==> src/hdl/csr_pkg.sv <==
package csr_pkg;

  // Register byte offsets
  localparam logic [7:0] CSR_OFF_CTRL   = 8'h00;
  localparam logic [7:0] CSR_OFF_CFG    = 8'h04;
  localparam logic [7:0] CSR_OFF_INT    = 8'h08;
  localparam logic [7:0] CSR_OFF_PRST   = 8'h0C;

  // Control register upper bits
  localparam int CSR_CTRL_GUARD_BIT     = 19;
  localparam int CSR_CTRL_LOOP_EN_BIT   = 24;
  localparam int CSR_CTRL_LOCK_BIT      = 25;

  // Configuration register fields
  localparam int CSR_CFG_SEL_LSB        = 0;
  localparam int CSR_CFG_STS_LSB        = 2;
  localparam int CSR_CFG_SBUS_LSB       = 4;
  localparam int CSR_CFG_PBUS_LSB       = 8;
  localparam int CSR_CFG_CONV_BIT       = 14;
  localparam int CSR_CFG_LSRC_LSB       = 15;
  localparam int CSR_CFG_LPRE_BIT       = 17;
  localparam int CSR_CFG_LMUL_LSB       = 18;
  localparam int CSR_CFG_OSEL_LSB       = 24;
  localparam int CSR_CFG_ODIV_LSB       = 28;
  localparam int CSR_CFG_OHALF_BIT      = 31;

  // Interrupt register groups
  localparam int CSR_INT_FLAG_LSB       = 0;
  localparam int CSR_INT_FAIL_BIT       = 7;
  localparam int CSR_INT_EN_LSB         = 8;
  localparam int CSR_INT_CLR_LSB        = 16;
  localparam int CSR_INT_FAIL_CLR_BIT   = 23;
  localparam int CSR_NSRC               = 7;

  // Reset values and field masks
  localparam logic [31:0] CSR_CFG_RST   = 32'h0000_0000;
  localparam logic [31:0] CSR_INT_RST   = 32'h0000_0000;
  localparam logic [31:0] CSR_PRST_RST  = 32'h0000_0000;
  localparam logic [31:0] CSR_PRST_MASK = 32'h0047_00E1;
  localparam logic [31:0] CSR_CFG_MASK  = 32'hFF3F_C7F3;

  // Source codes
  localparam logic [1:0] CSR_SRC_FINT   = 2'h0;
  localparam logic [1:0] CSR_SRC_FEXT   = 2'h1;
  localparam logic [1:0] CSR_SRC_LOOP   = 2'h2;

  // Clock-output selector codes
  localparam logic [3:0] CSR_OUT_NONE   = 4'h0;
  localparam logic [3:0] CSR_OUT_LOOP   = 4'h7;

  // Wait cycles for a switch-time access
  localparam int CSR_SWITCH_WAIT        = 2;

  // AXI responses
  localparam logic [1:0] CSR_RESP_OKAY  = 2'h0;
  localparam logic [1:0] CSR_RESP_SLVERR = 2'h2;

  typedef enum logic [2:0] {
    CSR_SW_IDLE = 3'b001,
    CSR_SW_WAIT = 3'b010,
    CSR_SW_DONE = 3'b100
  } csr_sw_t;

endpackage : csr_pkg

==> src/hdl/csr_clock_select.sv <==
`timescale 1ns/1ps
module csr_clock_select
  import csr_pkg::*;
(
  // Clock and reset
  input  wire logic        clk,
  input  wire logic        rst_b,
  // AXI4-Lite write address
  input  wire logic        s_axi_awvalid,
  output logic             s_axi_awready,
  input  wire logic [7:0]  s_axi_awaddr,
  // AXI4-Lite write data
  input  wire logic        s_axi_wvalid,
  output logic             s_axi_wready,
  input  wire logic [31:0] s_axi_wdata,
  input  wire logic [3:0]  s_axi_wstrb,
  // AXI4-Lite write response
  output logic             s_axi_bvalid,
  input  wire logic        s_axi_bready,
  output logic [1:0]       s_axi_bresp,
  // AXI4-Lite read address
  input  wire logic        s_axi_arvalid,
  output logic             s_axi_arready,
  input  wire logic [7:0]  s_axi_araddr,
  // AXI4-Lite read data
  input  wire logic        s_axi_rvalid_unused,
  output logic             s_axi_rvalid,
  input  wire logic        s_axi_rready,
  output logic [31:0]      s_axi_rdata,
  output logic [1:0]       s_axi_rresp,
  // Oscillator status and low-power pins, outside this clock domain
  input  wire logic [6:0]  osc_ready_pin,
  input  wire logic        loop_lock_pin,
  input  wire logic        ext_fail_pin,
  input  wire logic        low_power_entry,
  input  wire logic        low_power_wake,
  // Clock control outputs
  output logic             loop_enable,
  output logic [1:0]       system_source_status,
  output logic [3:0]       system_bus_divider,
  output logic [2:0]       peripheral_bus_divider,
  output logic [1:0]       loop_source_select,
  output logic [3:0]       loop_multiplier_factor,
  output logic [3:0]       clock_out_select,
  output logic [2:0]       clock_out_divider,
  output logic             clock_out_loop_halver,
  output logic             clock_guard_enable,
  output logic             fail_nmi
);

  ////////////////////////////////////////////////////////////////////////////
  // Input synchronisers
  logic [10:0] sync1_reg;
  logic [10:0] sync2_reg;
  logic [10:0] raw_in;
  assign raw_in = {low_power_wake, low_power_entry, ext_fail_pin,
                   loop_lock_pin, osc_ready_pin};

  always_ff @(posedge clk or negedge rst_b) begin
    if (!rst_b) begin
      sync1_reg <= '0;
      sync2_reg <= '0;
    end else begin
      sync1_reg <= raw_in;
      sync2_reg <= sync1_reg;
    end
  end

  logic [6:0] ready_s;
  logic       lock_s;
  logic       fail_s;
  logic       entry_s;
  logic       wake_s;
  assign ready_s = sync2_reg[6:0];
  assign lock_s  = sync2_reg[7];
  assign fail_s  = sync2_reg[8];
  assign entry_s = sync2_reg[9];
  assign wake_s  = sync2_reg[10];

  logic [6:0] ready_prev_reg;
  logic       fail_prev_reg;
  always_ff @(posedge clk or negedge rst_b) begin
    if (!rst_b) begin
      ready_prev_reg <= '0;
      fail_prev_reg  <= 1'b0;
    end else begin
      ready_prev_reg <= ready_s;
      fail_prev_reg  <= fail_s;
    end
  end
  logic [6:0] ready_rise;
  logic       fail_rise;
  assign ready_rise = ready_s & ~ready_prev_reg;
  assign fail_rise  = fail_s & ~fail_prev_reg;

  ////////////////////////////////////////////////////////////////////////////
  // AXI4-Lite write channel; address and data may arrive in either order
  logic        aw_held_reg;
  logic [7:0]  aw_addr_reg;
  logic        w_held_reg;
  logic [31:0] w_data_reg;
  logic [3:0]  w_strb_reg;
  logic        stall;
  logic        wr_fire;

  assign s_axi_awready = !aw_held_reg;
  assign s_axi_wready  = !w_held_reg;
  assign wr_fire = aw_held_reg && w_held_reg && !s_axi_bvalid && !stall;

  always_ff @(posedge clk or negedge rst_b) begin
    if (!rst_b) begin
      aw_held_reg <= 1'b0;
      aw_addr_reg <= '0;
      w_held_reg  <= 1'b0;
      w_data_reg  <= '0;
      w_strb_reg  <= '0;
    end else begin
      if (s_axi_awvalid && s_axi_awready) begin
        aw_held_reg <= 1'b1;
        aw_addr_reg <= s_axi_awaddr;
      end else if (wr_fire) begin
        aw_held_reg <= 1'b0;
      end
      if (s_axi_wvalid && s_axi_wready) begin
        w_held_reg <= 1'b1;
        w_data_reg <= s_axi_wdata;
        w_strb_reg <= s_axi_wstrb;
      end else if (wr_fire) begin
        w_held_reg <= 1'b0;
      end
    end
  end

  function automatic logic [31:0] csr_merge(input logic [31:0] old_v,
                                            input logic [31:0] new_v,
                                            input logic [3:0]  strb);
    logic [31:0] res;
    res = old_v;
    for (int i = 0; i < 4; i++) begin
      if (strb[i]) res[i*8 +: 8] = new_v[i*8 +: 8];
    end
    return res;
  endfunction : csr_merge

  function automatic logic csr_known(input logic [7:0] a);
    logic ok;
    ok = 1'b0;
    if (a == CSR_OFF_CTRL) ok = 1'b1;
    else if (a == CSR_OFF_CFG) ok = 1'b1;
    else if (a == CSR_OFF_INT) ok = 1'b1;
    else if (a == CSR_OFF_PRST) ok = 1'b1;
    return ok;
  endfunction : csr_known

  logic [31:0] strb_mask;
  assign strb_mask = csr_merge(32'h0000_0000, 32'hFFFF_FFFF, w_strb_reg);

  logic wr_ctrl;
  logic wr_cfg;
  logic wr_int;
  logic wr_prst;
  assign wr_ctrl = wr_fire && aw_addr_reg == CSR_OFF_CTRL;
  assign wr_cfg  = wr_fire && aw_addr_reg == CSR_OFF_CFG;
  assign wr_int  = wr_fire && aw_addr_reg == CSR_OFF_INT;
  assign wr_prst = wr_fire && aw_addr_reg == CSR_OFF_PRST;

  always_ff @(posedge clk or negedge rst_b) begin
    if (!rst_b) begin
      s_axi_bvalid <= 1'b0;
      s_axi_bresp  <= CSR_RESP_OKAY;
    end else if (wr_fire) begin
      s_axi_bvalid <= 1'b1;
      s_axi_bresp  <= csr_known(aw_addr_reg) ? CSR_RESP_OKAY : CSR_RESP_SLVERR;
    end else if (s_axi_bready) begin
      s_axi_bvalid <= 1'b0;
    end
  end

  ////////////////////////////////////////////////////////////////////////////
  // Control register upper bits
  logic [1:0] system_source_select;
  logic sw_pending;
  logic loop_in_use;
  assign loop_in_use = system_source_status == CSR_SRC_LOOP ||
                       (sw_pending && system_source_select == CSR_SRC_LOOP);

  always_ff @(posedge clk or negedge rst_b) begin
    if (!rst_b) begin
      clock_guard_enable <= 1'b0;
      loop_enable        <= 1'b0;
    end else begin
      if (wr_ctrl && strb_mask[CSR_CTRL_GUARD_BIT])
        clock_guard_enable <= w_data_reg[CSR_CTRL_GUARD_BIT];
      if (entry_s) begin
        loop_enable <= 1'b0;
      end else if (wr_ctrl && strb_mask[CSR_CTRL_LOOP_EN_BIT]) begin
        if (w_data_reg[CSR_CTRL_LOOP_EN_BIT] || !loop_in_use)
          loop_enable <= w_data_reg[CSR_CTRL_LOOP_EN_BIT];
      end
    end
  end

  ////////////////////////////////////////////////////////////////////////////
  // Configuration register
  logic        conv_bit_reg;
  logic        loop_prediv_reg;
  logic [31:0] cfg_new;
  logic        out_off;
  assign cfg_new = csr_merge(32'h0000_0000, w_data_reg, w_strb_reg);
  assign out_off = clock_out_select == CSR_OUT_NONE;
  logic fail_force;
  assign fail_force = clock_guard_enable && fail_rise &&
    (system_source_status == CSR_SRC_FEXT ||
     (system_source_status == CSR_SRC_LOOP &&
      loop_source_select == CSR_SRC_LOOP));

  always_ff @(posedge clk or negedge rst_b) begin
    if (!rst_b) begin
      system_source_select   <= CSR_SRC_FINT;
      system_bus_divider     <= '0;
      peripheral_bus_divider <= '0;
      conv_bit_reg           <= 1'b0;
      loop_source_select     <= '0;
      loop_prediv_reg        <= 1'b0;
      loop_multiplier_factor <= '0;
      clock_out_select       <= CSR_OUT_NONE;
      clock_out_divider      <= '0;
      clock_out_loop_halver  <= 1'b0;
    end else if (wake_s || fail_force) begin
      system_source_select <= CSR_SRC_FINT;
    end else if (wr_cfg) begin
      if (w_strb_reg[0]) begin
        system_source_select <= cfg_new[CSR_CFG_SEL_LSB +: 2];
        system_bus_divider   <= cfg_new[CSR_CFG_SBUS_LSB +: 4];
      end
      if (w_strb_reg[1]) begin
        peripheral_bus_divider <= cfg_new[CSR_CFG_PBUS_LSB +: 3];
        conv_bit_reg           <= cfg_new[CSR_CFG_CONV_BIT];
      end
      if (!loop_enable) begin
        if (w_strb_reg[1])
          loop_source_select[0] <= cfg_new[CSR_CFG_LSRC_LSB];
        if (w_strb_reg[2]) begin
          loop_source_select[1]  <= cfg_new[CSR_CFG_LSRC_LSB + 1];
          loop_prediv_reg        <= cfg_new[CSR_CFG_LPRE_BIT];
          loop_multiplier_factor <= cfg_new[CSR_CFG_LMUL_LSB +: 4];
        end
      end
      if (w_strb_reg[3]) begin
        clock_out_select <= cfg_new[CSR_CFG_OSEL_LSB +: 4];
        // Divider fields only move while the output pin is quiet
        if (out_off) begin
          clock_out_divider     <= cfg_new[CSR_CFG_ODIV_LSB +: 3];
          clock_out_loop_halver <= cfg_new[CSR_CFG_OHALF_BIT];
        end
      end
    end
  end

  ////////////////////////////////////////////////////////////////////////////
  // Source switch: status follows a ready target, or, in CSR_SW_IDLE, drops to the internal source at once on wake or failure
  csr_sw_t     sw_state_reg;
  logic [1:0]  sw_wait_reg;
  logic        target_ready;
  always_comb begin
    target_ready = 1'b0;
    case (system_source_select)
      CSR_SRC_FINT: target_ready = ready_s[2];
      CSR_SRC_FEXT: target_ready = ready_s[3];
      CSR_SRC_LOOP: target_ready = lock_s && loop_enable;
      default:      target_ready = 1'b0;
    endcase
  end
  assign sw_pending = system_source_select != system_source_status &&
                      system_source_select != 2'h3;
  // Reserved select code leaves the running source in place
  assign stall = sw_state_reg == CSR_SW_WAIT;

  always_ff @(posedge clk or negedge rst_b) begin
    if (!rst_b) begin
      sw_state_reg         <= CSR_SW_IDLE;
      sw_wait_reg          <= '0;
      system_source_status <= CSR_SRC_FINT;
    end else begin
      case (sw_state_reg)
        CSR_SW_IDLE: begin
          if (wake_s || fail_force) begin
            system_source_status <= CSR_SRC_FINT;
          end else if (sw_pending && target_ready) begin
            sw_state_reg <= CSR_SW_WAIT;
            sw_wait_reg  <= 2'(CSR_SWITCH_WAIT - 1);
          end
        end
        CSR_SW_WAIT: begin
          if (sw_wait_reg == 2'h0) begin
            system_source_status <= system_source_select;
            sw_state_reg         <= CSR_SW_DONE;
          end else begin
            sw_wait_reg <= sw_wait_reg - 2'h1;
          end
        end
        CSR_SW_DONE: sw_state_reg <= CSR_SW_IDLE;
        default:     sw_state_reg <= CSR_SW_IDLE;
      endcase
    end
  end

  ////////////////////////////////////////////////////////////////////////////
  // Interrupt flags, enables and peripheral reset register
  logic [6:0]  ready_flag_reg;
  logic [6:0]  ready_irq_on_reg;
  logic        clock_failure_flag;
  logic [31:0] prst_reg;
  logic [6:0]  clr_vec;
  assign clr_vec = (wr_int && w_strb_reg[2]) ?
                   w_data_reg[CSR_INT_CLR_LSB +: CSR_NSRC] : 7'h00;

  always_ff @(posedge clk or negedge rst_b) begin
    if (!rst_b) begin
      ready_flag_reg     <= '0;
      ready_irq_on_reg   <= '0;
      clock_failure_flag <= 1'b0;
      prst_reg           <= CSR_PRST_RST;
    end else begin
      // Set beats a clear that lands in the same cycle
      ready_flag_reg <= (ready_flag_reg & ~clr_vec) |
                        (ready_rise & ready_irq_on_reg);
      if (wr_int && w_strb_reg[1])
        ready_irq_on_reg <= w_data_reg[CSR_INT_EN_LSB +: CSR_NSRC];
      if (clock_guard_enable && fail_rise)
        clock_failure_flag <= 1'b1;
      else if (wr_int && w_strb_reg[2] && w_data_reg[CSR_INT_FAIL_CLR_BIT])
        clock_failure_flag <= 1'b0;
      if (wr_prst)
        prst_reg <= csr_merge(prst_reg, w_data_reg, w_strb_reg) &
                    CSR_PRST_MASK;
    end
  end

  assign fail_nmi = clock_failure_flag;

  ////////////////////////////////////////////////////////////////////////////
  // Read channel; held off while a source switch is in flight
  logic [31:0] rd_val;
  always_comb begin
    rd_val = 32'h0000_0000;
    if (s_axi_araddr == CSR_OFF_CTRL) begin
      rd_val[CSR_CTRL_GUARD_BIT]   = clock_guard_enable;
      rd_val[CSR_CTRL_LOOP_EN_BIT] = loop_enable;
      rd_val[CSR_CTRL_LOCK_BIT]    = lock_s;
    end else if (s_axi_araddr == CSR_OFF_CFG) begin
      rd_val[CSR_CFG_SEL_LSB +: 2]  = system_source_select;
      rd_val[CSR_CFG_STS_LSB +: 2]  = system_source_status;
      rd_val[CSR_CFG_SBUS_LSB +: 4] = system_bus_divider;
      rd_val[CSR_CFG_PBUS_LSB +: 3] = peripheral_bus_divider;
      rd_val[CSR_CFG_CONV_BIT]      = conv_bit_reg;
      rd_val[CSR_CFG_LSRC_LSB +: 2] = loop_source_select;
      rd_val[CSR_CFG_LPRE_BIT]      = loop_prediv_reg;
      rd_val[CSR_CFG_LMUL_LSB +: 4] = loop_multiplier_factor;
      rd_val[CSR_CFG_OSEL_LSB +: 4] = clock_out_select;
      rd_val[CSR_CFG_ODIV_LSB +: 3] = clock_out_divider;
      rd_val[CSR_CFG_OHALF_BIT]     = clock_out_loop_halver;
    end else if (s_axi_araddr == CSR_OFF_INT) begin
      rd_val[CSR_INT_FLAG_LSB +: CSR_NSRC] = ready_flag_reg;
      rd_val[CSR_INT_FAIL_BIT]             = clock_failure_flag;
      rd_val[CSR_INT_EN_LSB +: CSR_NSRC]   = ready_irq_on_reg;
    end else if (s_axi_araddr == CSR_OFF_PRST) begin
      rd_val = prst_reg;
    end
  end

  assign s_axi_arready = !s_axi_rvalid && !stall;

  always_ff @(posedge clk or negedge rst_b) begin
    if (!rst_b) begin
      s_axi_rvalid <= 1'b0;
      s_axi_rdata  <= '0;
      s_axi_rresp  <= CSR_RESP_OKAY;
    end else if (s_axi_arvalid && s_axi_arready) begin
      s_axi_rvalid <= 1'b1;
      s_axi_rdata  <= rd_val;
      s_axi_rresp  <= csr_known(s_axi_araddr) ? CSR_RESP_OKAY
                                              : CSR_RESP_SLVERR;
    end else if (s_axi_rready) begin
      s_axi_rvalid <= 1'b0;
    end
  end

endmodule : csr_clock_select

==> config.mk <==
export PLATFORM = sky130hd
export DESIGN_NAME = csr_clock_select
export DESIGN_NICKNAME = d
export VERILOG_FILES = /design/src/hdl/csr_pkg.sv /design/src/hdl/csr_clock_select.sv
export SDC_FILE = /design/constraint.sdc
export NUM_CORES = 1
export LEC_CHECK = 0
export ABC_AREA = 1
export BUFFER_PORTS_ARGS = -buffer_cell sky130_fd_sc_hd__buf_4
export CAP_MARGIN = 25
export CORE_MARGIN = 2
export CORE_UTILIZATION = 40
export DETAILED_ROUTE_END_ITERATION = 10
export GPL_ROUTABILITY_DRIVEN = 1
export GPL_TIMING_DRIVEN = 0
export SYNTH_ARGS = -nofsm -noshare
export SYNTH_HDL_FRONTEND = slang
export SYNTH_SLANG_ARGS = --single-unit
==> constraint.sdc <==
create_clock -name clk -period 1.55 [get_ports clk]
set_input_delay 0.0775 -clock clk [delete_from_list [all_inputs] [get_ports clk]]
set_output_delay 0.0775 -clock clk [all_outputs]
set_load 0.02 [all_outputs]
; Word-level counts from Yosys, hierarchy flattened
; Cells that the tools add are included.
[totals]
regBits = 171
inputBits = 71
out_inout_bits = 67
word_cells = 182
[classes]
add_sub_neg = 1
n_eq_ne = 20
muxes = 55
n_bitwise = 10
reduce_logical = 61
[op_table]
columns = op, n
row1 = $eq 8x4->1 const B, 4
row2 = $mux 1, 24
row3 = $mux 2, 12
row4 = $logic_and 1x1->1, 23
row5 = $mux 23, 1
row6 = $and 7x7->7, 3
row7 = $reduce_bool 2->1, 10
row8 = $mux 19, 1
row9 = $mux 17, 1
row10 = $eq 8x3->1 const B, 2
row11 = $logic_not 8->1, 2
row12 = $mux 8, 2
row13 = $reduce_and 4->1, 4
row14 = $mux 15, 1
row15 = $reduce_and 3->1, 5
row16 = $not 7->7, 2
row17 = $mux 3, 4
row18 = $mux 11, 1
row19 = $ne 2x2->1 const B, 5
row20 = $mux 4, 2
row21 = $pmux 2 s2, 2
row22 = $reduce_and 2->1, 4
row23 = $mux 7, 1
row24 = $or 7x7->7, 1
row25 = other kinds (16), 30

; Logic depth before layout (Yosys ltp)
[depth]
word_depth = 9
depth_mapped = 10
ltp_nobuf = 10

; Worst setup path before layout
; No wires, ideal clock.
[synth_timing]
path_type = reg-to-reg
start = reg sw_state_reg[0]
end = reg s_axi_rdata[26]
setup_ps = 123
t_arrival_ps = 1353
required_ps = 1427
path_slack_ps = 74
stages_incl_launch_ff = 9
n_path_buf = 2
period_less_slack_ps = 1476
cell_sequence = dfstp_2 -> nand3b_4 -> nand2_1 -> inv_2 -> nand2_1 -> buf_4 -> buf_4 -> nand2_1 -> o31ai_2
[synth_between]
elab_chain_cells = 4
[synth_rtl]
columns = item, line_no
row1 = "start, declared", csr_clock_select.sv:262  ; csr_sw_t sw_state_reg;
row2 = "start signal, assigned", csr_clock_select.sv:281  ; sw_state_reg <= CSR_SW_IDLE;
row3 = "start signal, assigned", csr_clock_select.sv:290  ; sw_state_reg <= CSR_SW_WAIT;
row4 = "start signal, assigned", csr_clock_select.sv:297  ; sw_state_reg <= CSR_SW_DONE;
row5 = $eq 3x2->1, csr_clock_select.sv:277  ; assign stall = sw_state_reg == CSR_SW_WAIT;
row6 = $logic_not 1->1, csr_clock_select.sv:372  ; assign s_axi_arready = !s_axi_rvalid && !stall;
row7 = $logic_and 1x1->1, csr_clock_select.sv:372
row8 = via s_axi_arready, csr_clock_select.sv:23  ; output logic s_axi_arready,
row9 = $logic_and 1x1->1, csr_clock_select.sv:379  ; end else if (s_axi_arvalid && s_axi_arready) begin
row10 = "end signal, assigned", csr_clock_select.sv:381  ; s_axi_rdata <= rd_val;
row11 = "end, declared", csr_clock_select.sv:29  ; output logic [31:0] s_axi_rdata,
; The timed path passes the listed nets, and every way through them passes these cells.
; A chain may end at the register's enable or synchronous reset.

; Worst setup path in the final report
[layout_timing]
start = reg sw_state_reg[0]
end = reg ready_flag_reg[5]
[layout_between]
elab_chain_cells = 9
[layout_rtl]
columns = item, line_no
row1 = $eq 3x2->1, csr_clock_select.sv:277
row2 = $logic_not 1->1, csr_clock_select.sv:108  ; assign wr_fire = aw_held_reg && w_held_reg && !s_axi_bvalid && !stall;
row3 = $logic_and 1x1->1, csr_clock_select.sv:108
row4 = $logic_and 1x1->1, csr_clock_select.sv:164  ; assign wr_int = wr_fire && aw_addr_reg == CSR_OFF_INT;
row5 = $logic_and 1x1->1, csr_clock_select.sv:315  ; assign clr_vec = (wr_int && w_strb_reg[2]) ?
row6 = $mux 7, csr_clock_select.sv:315
row7 = $not 7->7, csr_clock_select.sv:326  ; ready_flag_reg <= (ready_flag_reg & ~clr_vec) |
row8 = $and 7x7->7, csr_clock_select.sv:326
row9 = $or 7x7->7, csr_clock_select.sv:326
row10 = "end signal, assigned", csr_clock_select.sv:326
row11 = "end, declared", csr_clock_select.sv:310  ; logic [6:0] ready_flag_reg;
; Every way passes these cells.

==> metrics <==
Fill cells approximately 1500; Max VDD drop 0.875 mV; Global Route Usage Sum between 20% and 30%; ANT nets after route 0; CP Class reg -> reg; Slew @ Worst Pin 705 ps; Critical Path AT 1850 ps; max FFs per register 31; HP Class in -> reg; later-pin clock latency in the skew report ~440 ps; clk slew on worst S/H paths roughly 70 ps; slowest CP cell dfstp_2; Peak Freq about 0.65 GHz; largest net degree at the start of global routing approximately 120; clk_skew 9.69 ps; core region area roughly 17000 µm²; Rows 47; pre-CTS setup slack -223 ps; max cap viols 0; Leakage Power 4.74 nW; placed cell area approximately 8000 µm²; Yosys cell types 34; Fin Setup TNS 0 ps; worst hold path stage count 4; DRT iter0 DRCs 351; CP peak stage delay 530 ps; DRC errors left 0; area leader, netlist dfrtp_1; RSZ-0062 raised after global routing true; most frequent cells in the layout nand2_1 (167), dfrtp_1 (164), buf_4 (148), inv_1 (68), dlygate4sd3_1 (58); Worst R2R Path Depth 7; Layout Nets between 1000 and 1500; Switching Fraction roughly 31%; Area Overhead vs Synth 41.0%; die width approximately 130 µm; die area about 18000 µm²; CTS Buf Count 17; WHS Endpoint aw_addr_reg[7]; IO Count 138; reg-to-reg slack, setup between 20 and 25 ps; CTS sink count between 150 and 200; fraction of layout cells with a size suffix above 1 roughly 28%; crit path buf inv count 2; Seq cells post-synth approximately 170; Worst R2R Start sw_state_reg[0]; PD cells 1250 nW/µm²; RePlAce Congestion 0.854; Final Power 12.0 mW; critical path, cell by cell nand3b_4 > nand2_4 > clkinv_4 > buf_8 > nand3_4 > o21ai_1 > nand2_1; root cell of the clock tree clkbuf_16; synthesized area per cell ~9.5 µm²; Clk pwr share 33.8%; CP required between 1500 and 2000 ps; Pre-antenna DRT Iters 4; via/cell ratio about 4.8; first-pass GRT wire length roughly 28000 µm; ANT cells 0; relative max-transition margin around 53%; dpl hpwl 12600 µm; mapped cell area roughly 6800 µm²; element type at the critical path end register; DR WL/cell roughly 16 µm; CTS tree built; top cell type's share of synthesized area between 60 and 70%; Final Hold Viols 0; # port buffers 131; # H-tree levels 4; fin crit period about 1500 ps; CP top delay family flip-flops; Sequential Power Share a little under half; crit-path max FO 8; routed via count approximately 5600; Slew Limit Fails 0; Syn Inst Count between 700 and 800; initial core utilization about two fifths; die height between 100 and 150 µm; combinational fraction of design power about a fifth; Final Worst Setup Slack ~21 ps; Critical Path Start Type register; status completed; period utilisation layout 98.7%; number of global-route vias before repair ~5400; leading cell type in the layout, fill and taps excluded nand2_1; hold path start s_axi_awvalid; top cells by area, synth dfrtp_1 (61%), nand2_1 (9.7%), nand3_1 (4.5%), inv_1 (3.8%), o21ai_0 (3.5%); reg2reg end ready_flag_reg[5]; cell-internal power 8.30 mW; yosys warns 0; Max Buffers Root-to-Sink 2; Sw Pwr around 3.7 mW; Overflow after GRT 0; Finished Cell Area around 9600 µm²; setup violators final 0; sequential area share after synthesis 61.3%; drt total wl about 18000 µm; initial antenna violation count 0
[layout make-up]
class | count | area [µm²] | area share [%]
multi-input combinational | 448 | 2410 | 25.2
sequential | 166 | 4160 | 43.5
timing repair buffer | 200 | 1690 | 17.7
tap | 220 | 275 | 2.88
clock buffer | 18 | 439 | 4.59
inverter | 74 | 290 | 3.04
clock inverter | 13 | 124 | 1.30
buffer | 24 | 183 | 1.91
[layer usage]
layer  up-vias  part of all wire [%]  track usage (%)
met5         -                     0                0
met4         0                   1.4             6.02
met3        21                   5.2             4.38
met2       139                    47             32.5
met1      2659                    47             28.5
li1       2742                     -                -
[tightest hold or removal path, stage by stage]
cell and delay (ps):
buf_4 70, nand2_1 130, nor2_1 130, a21oi_1 50
[cells in the mapped netlist]
cell,instances
buf_1,1
o211ai_1,1
mux2_2,14
a21oi_1,30
nand3_2,7
inv_2,6
o21ai_0,47
nand2_2,2
o21ai_1,19
dfrtp_1,165
nor2_2,3
nor2_4,2
conb_1,1
buf_4,12
o22ai_1,1
nand3b_4,1
nand3_1,61
nand2_1,175
nor3_2,1
buf_6,1
inv_1,68
dfstp_2,1
buf_2,9
nor3_4,1
nor3b_2,1
a21o_1,2
nor2_1,59
ha_1,1
o31ai_1,2
nor3_1,2
o31ai_2,6
a31oi_1,1
nand4_1,6
clkbuf_1,2
[power by group through the flow]
stage / Combinational (mW) / Clock [mW] / Sequential, mW
after floorplan: 1.28 / 0 / 5.48
after global placement: 2.00 / 0 / 5.52
after detailed placement: 2.05 / 0 / 5.54
after CTS: 2.32 / 4.11 / 5.49
after global routing: 2.68 / 4.30 / 5.60
final: 2.42 / 4.06 / 5.52
[metrics by stage]
stage               hold WS (ps)  utilization [%]  instances
floorplan                   -218                -        713
global placement             187             48.5       1064
detailed placement          4.01             48.8       1065
CTS                         69.7             56.5       1156
global route                 109             57.7       1163
finish                      70.0             57.7       1163
[worst max-delay path by stage]
stage,start,end,slack [ps],cells past startpoint
floorplan,sw_state_reg[0],s_axi_rdata[26],70,8
global placement,rst_b,w_data_reg[12],-580,1
detailed placement,sw_state_reg[0],ready_flag_reg[4],-220,7
CTS,sw_state_reg[0],ready_flag_reg[4],-60,7
global route,sw_state_reg[0],ready_flag_reg[6],-50,7
finish,sw_state_reg[0],ready_flag_reg[5],20,7
[cells by family (layout without fill, tap and decap cells)]
family | Yosys count | after routing | share of synthesized area, %
and+or+nand+nor | 321 | 321 | 20.8
buffers and inverters | 99 | 329 | 6.42
DFF | 166 | 166 | 61.3
adders and majority gates | 1 | 1 | 0.184
AOI/OAI and AO/OA | 109 | 109 | 8.93
muxes | 14 | 14 | 2.32
other | 1 | 3 | 0.0553
[timing repair]
action,4_1_cts,5_1_grt
resized for setup,34,37
hold endpoints to repair,101,0
hold buffers,58,0
setup buffers,3,7
setup endpoints to repair,72,94
pin swaps,0,4
gates cloned,0,0
(Power assumes the default switching activity.)
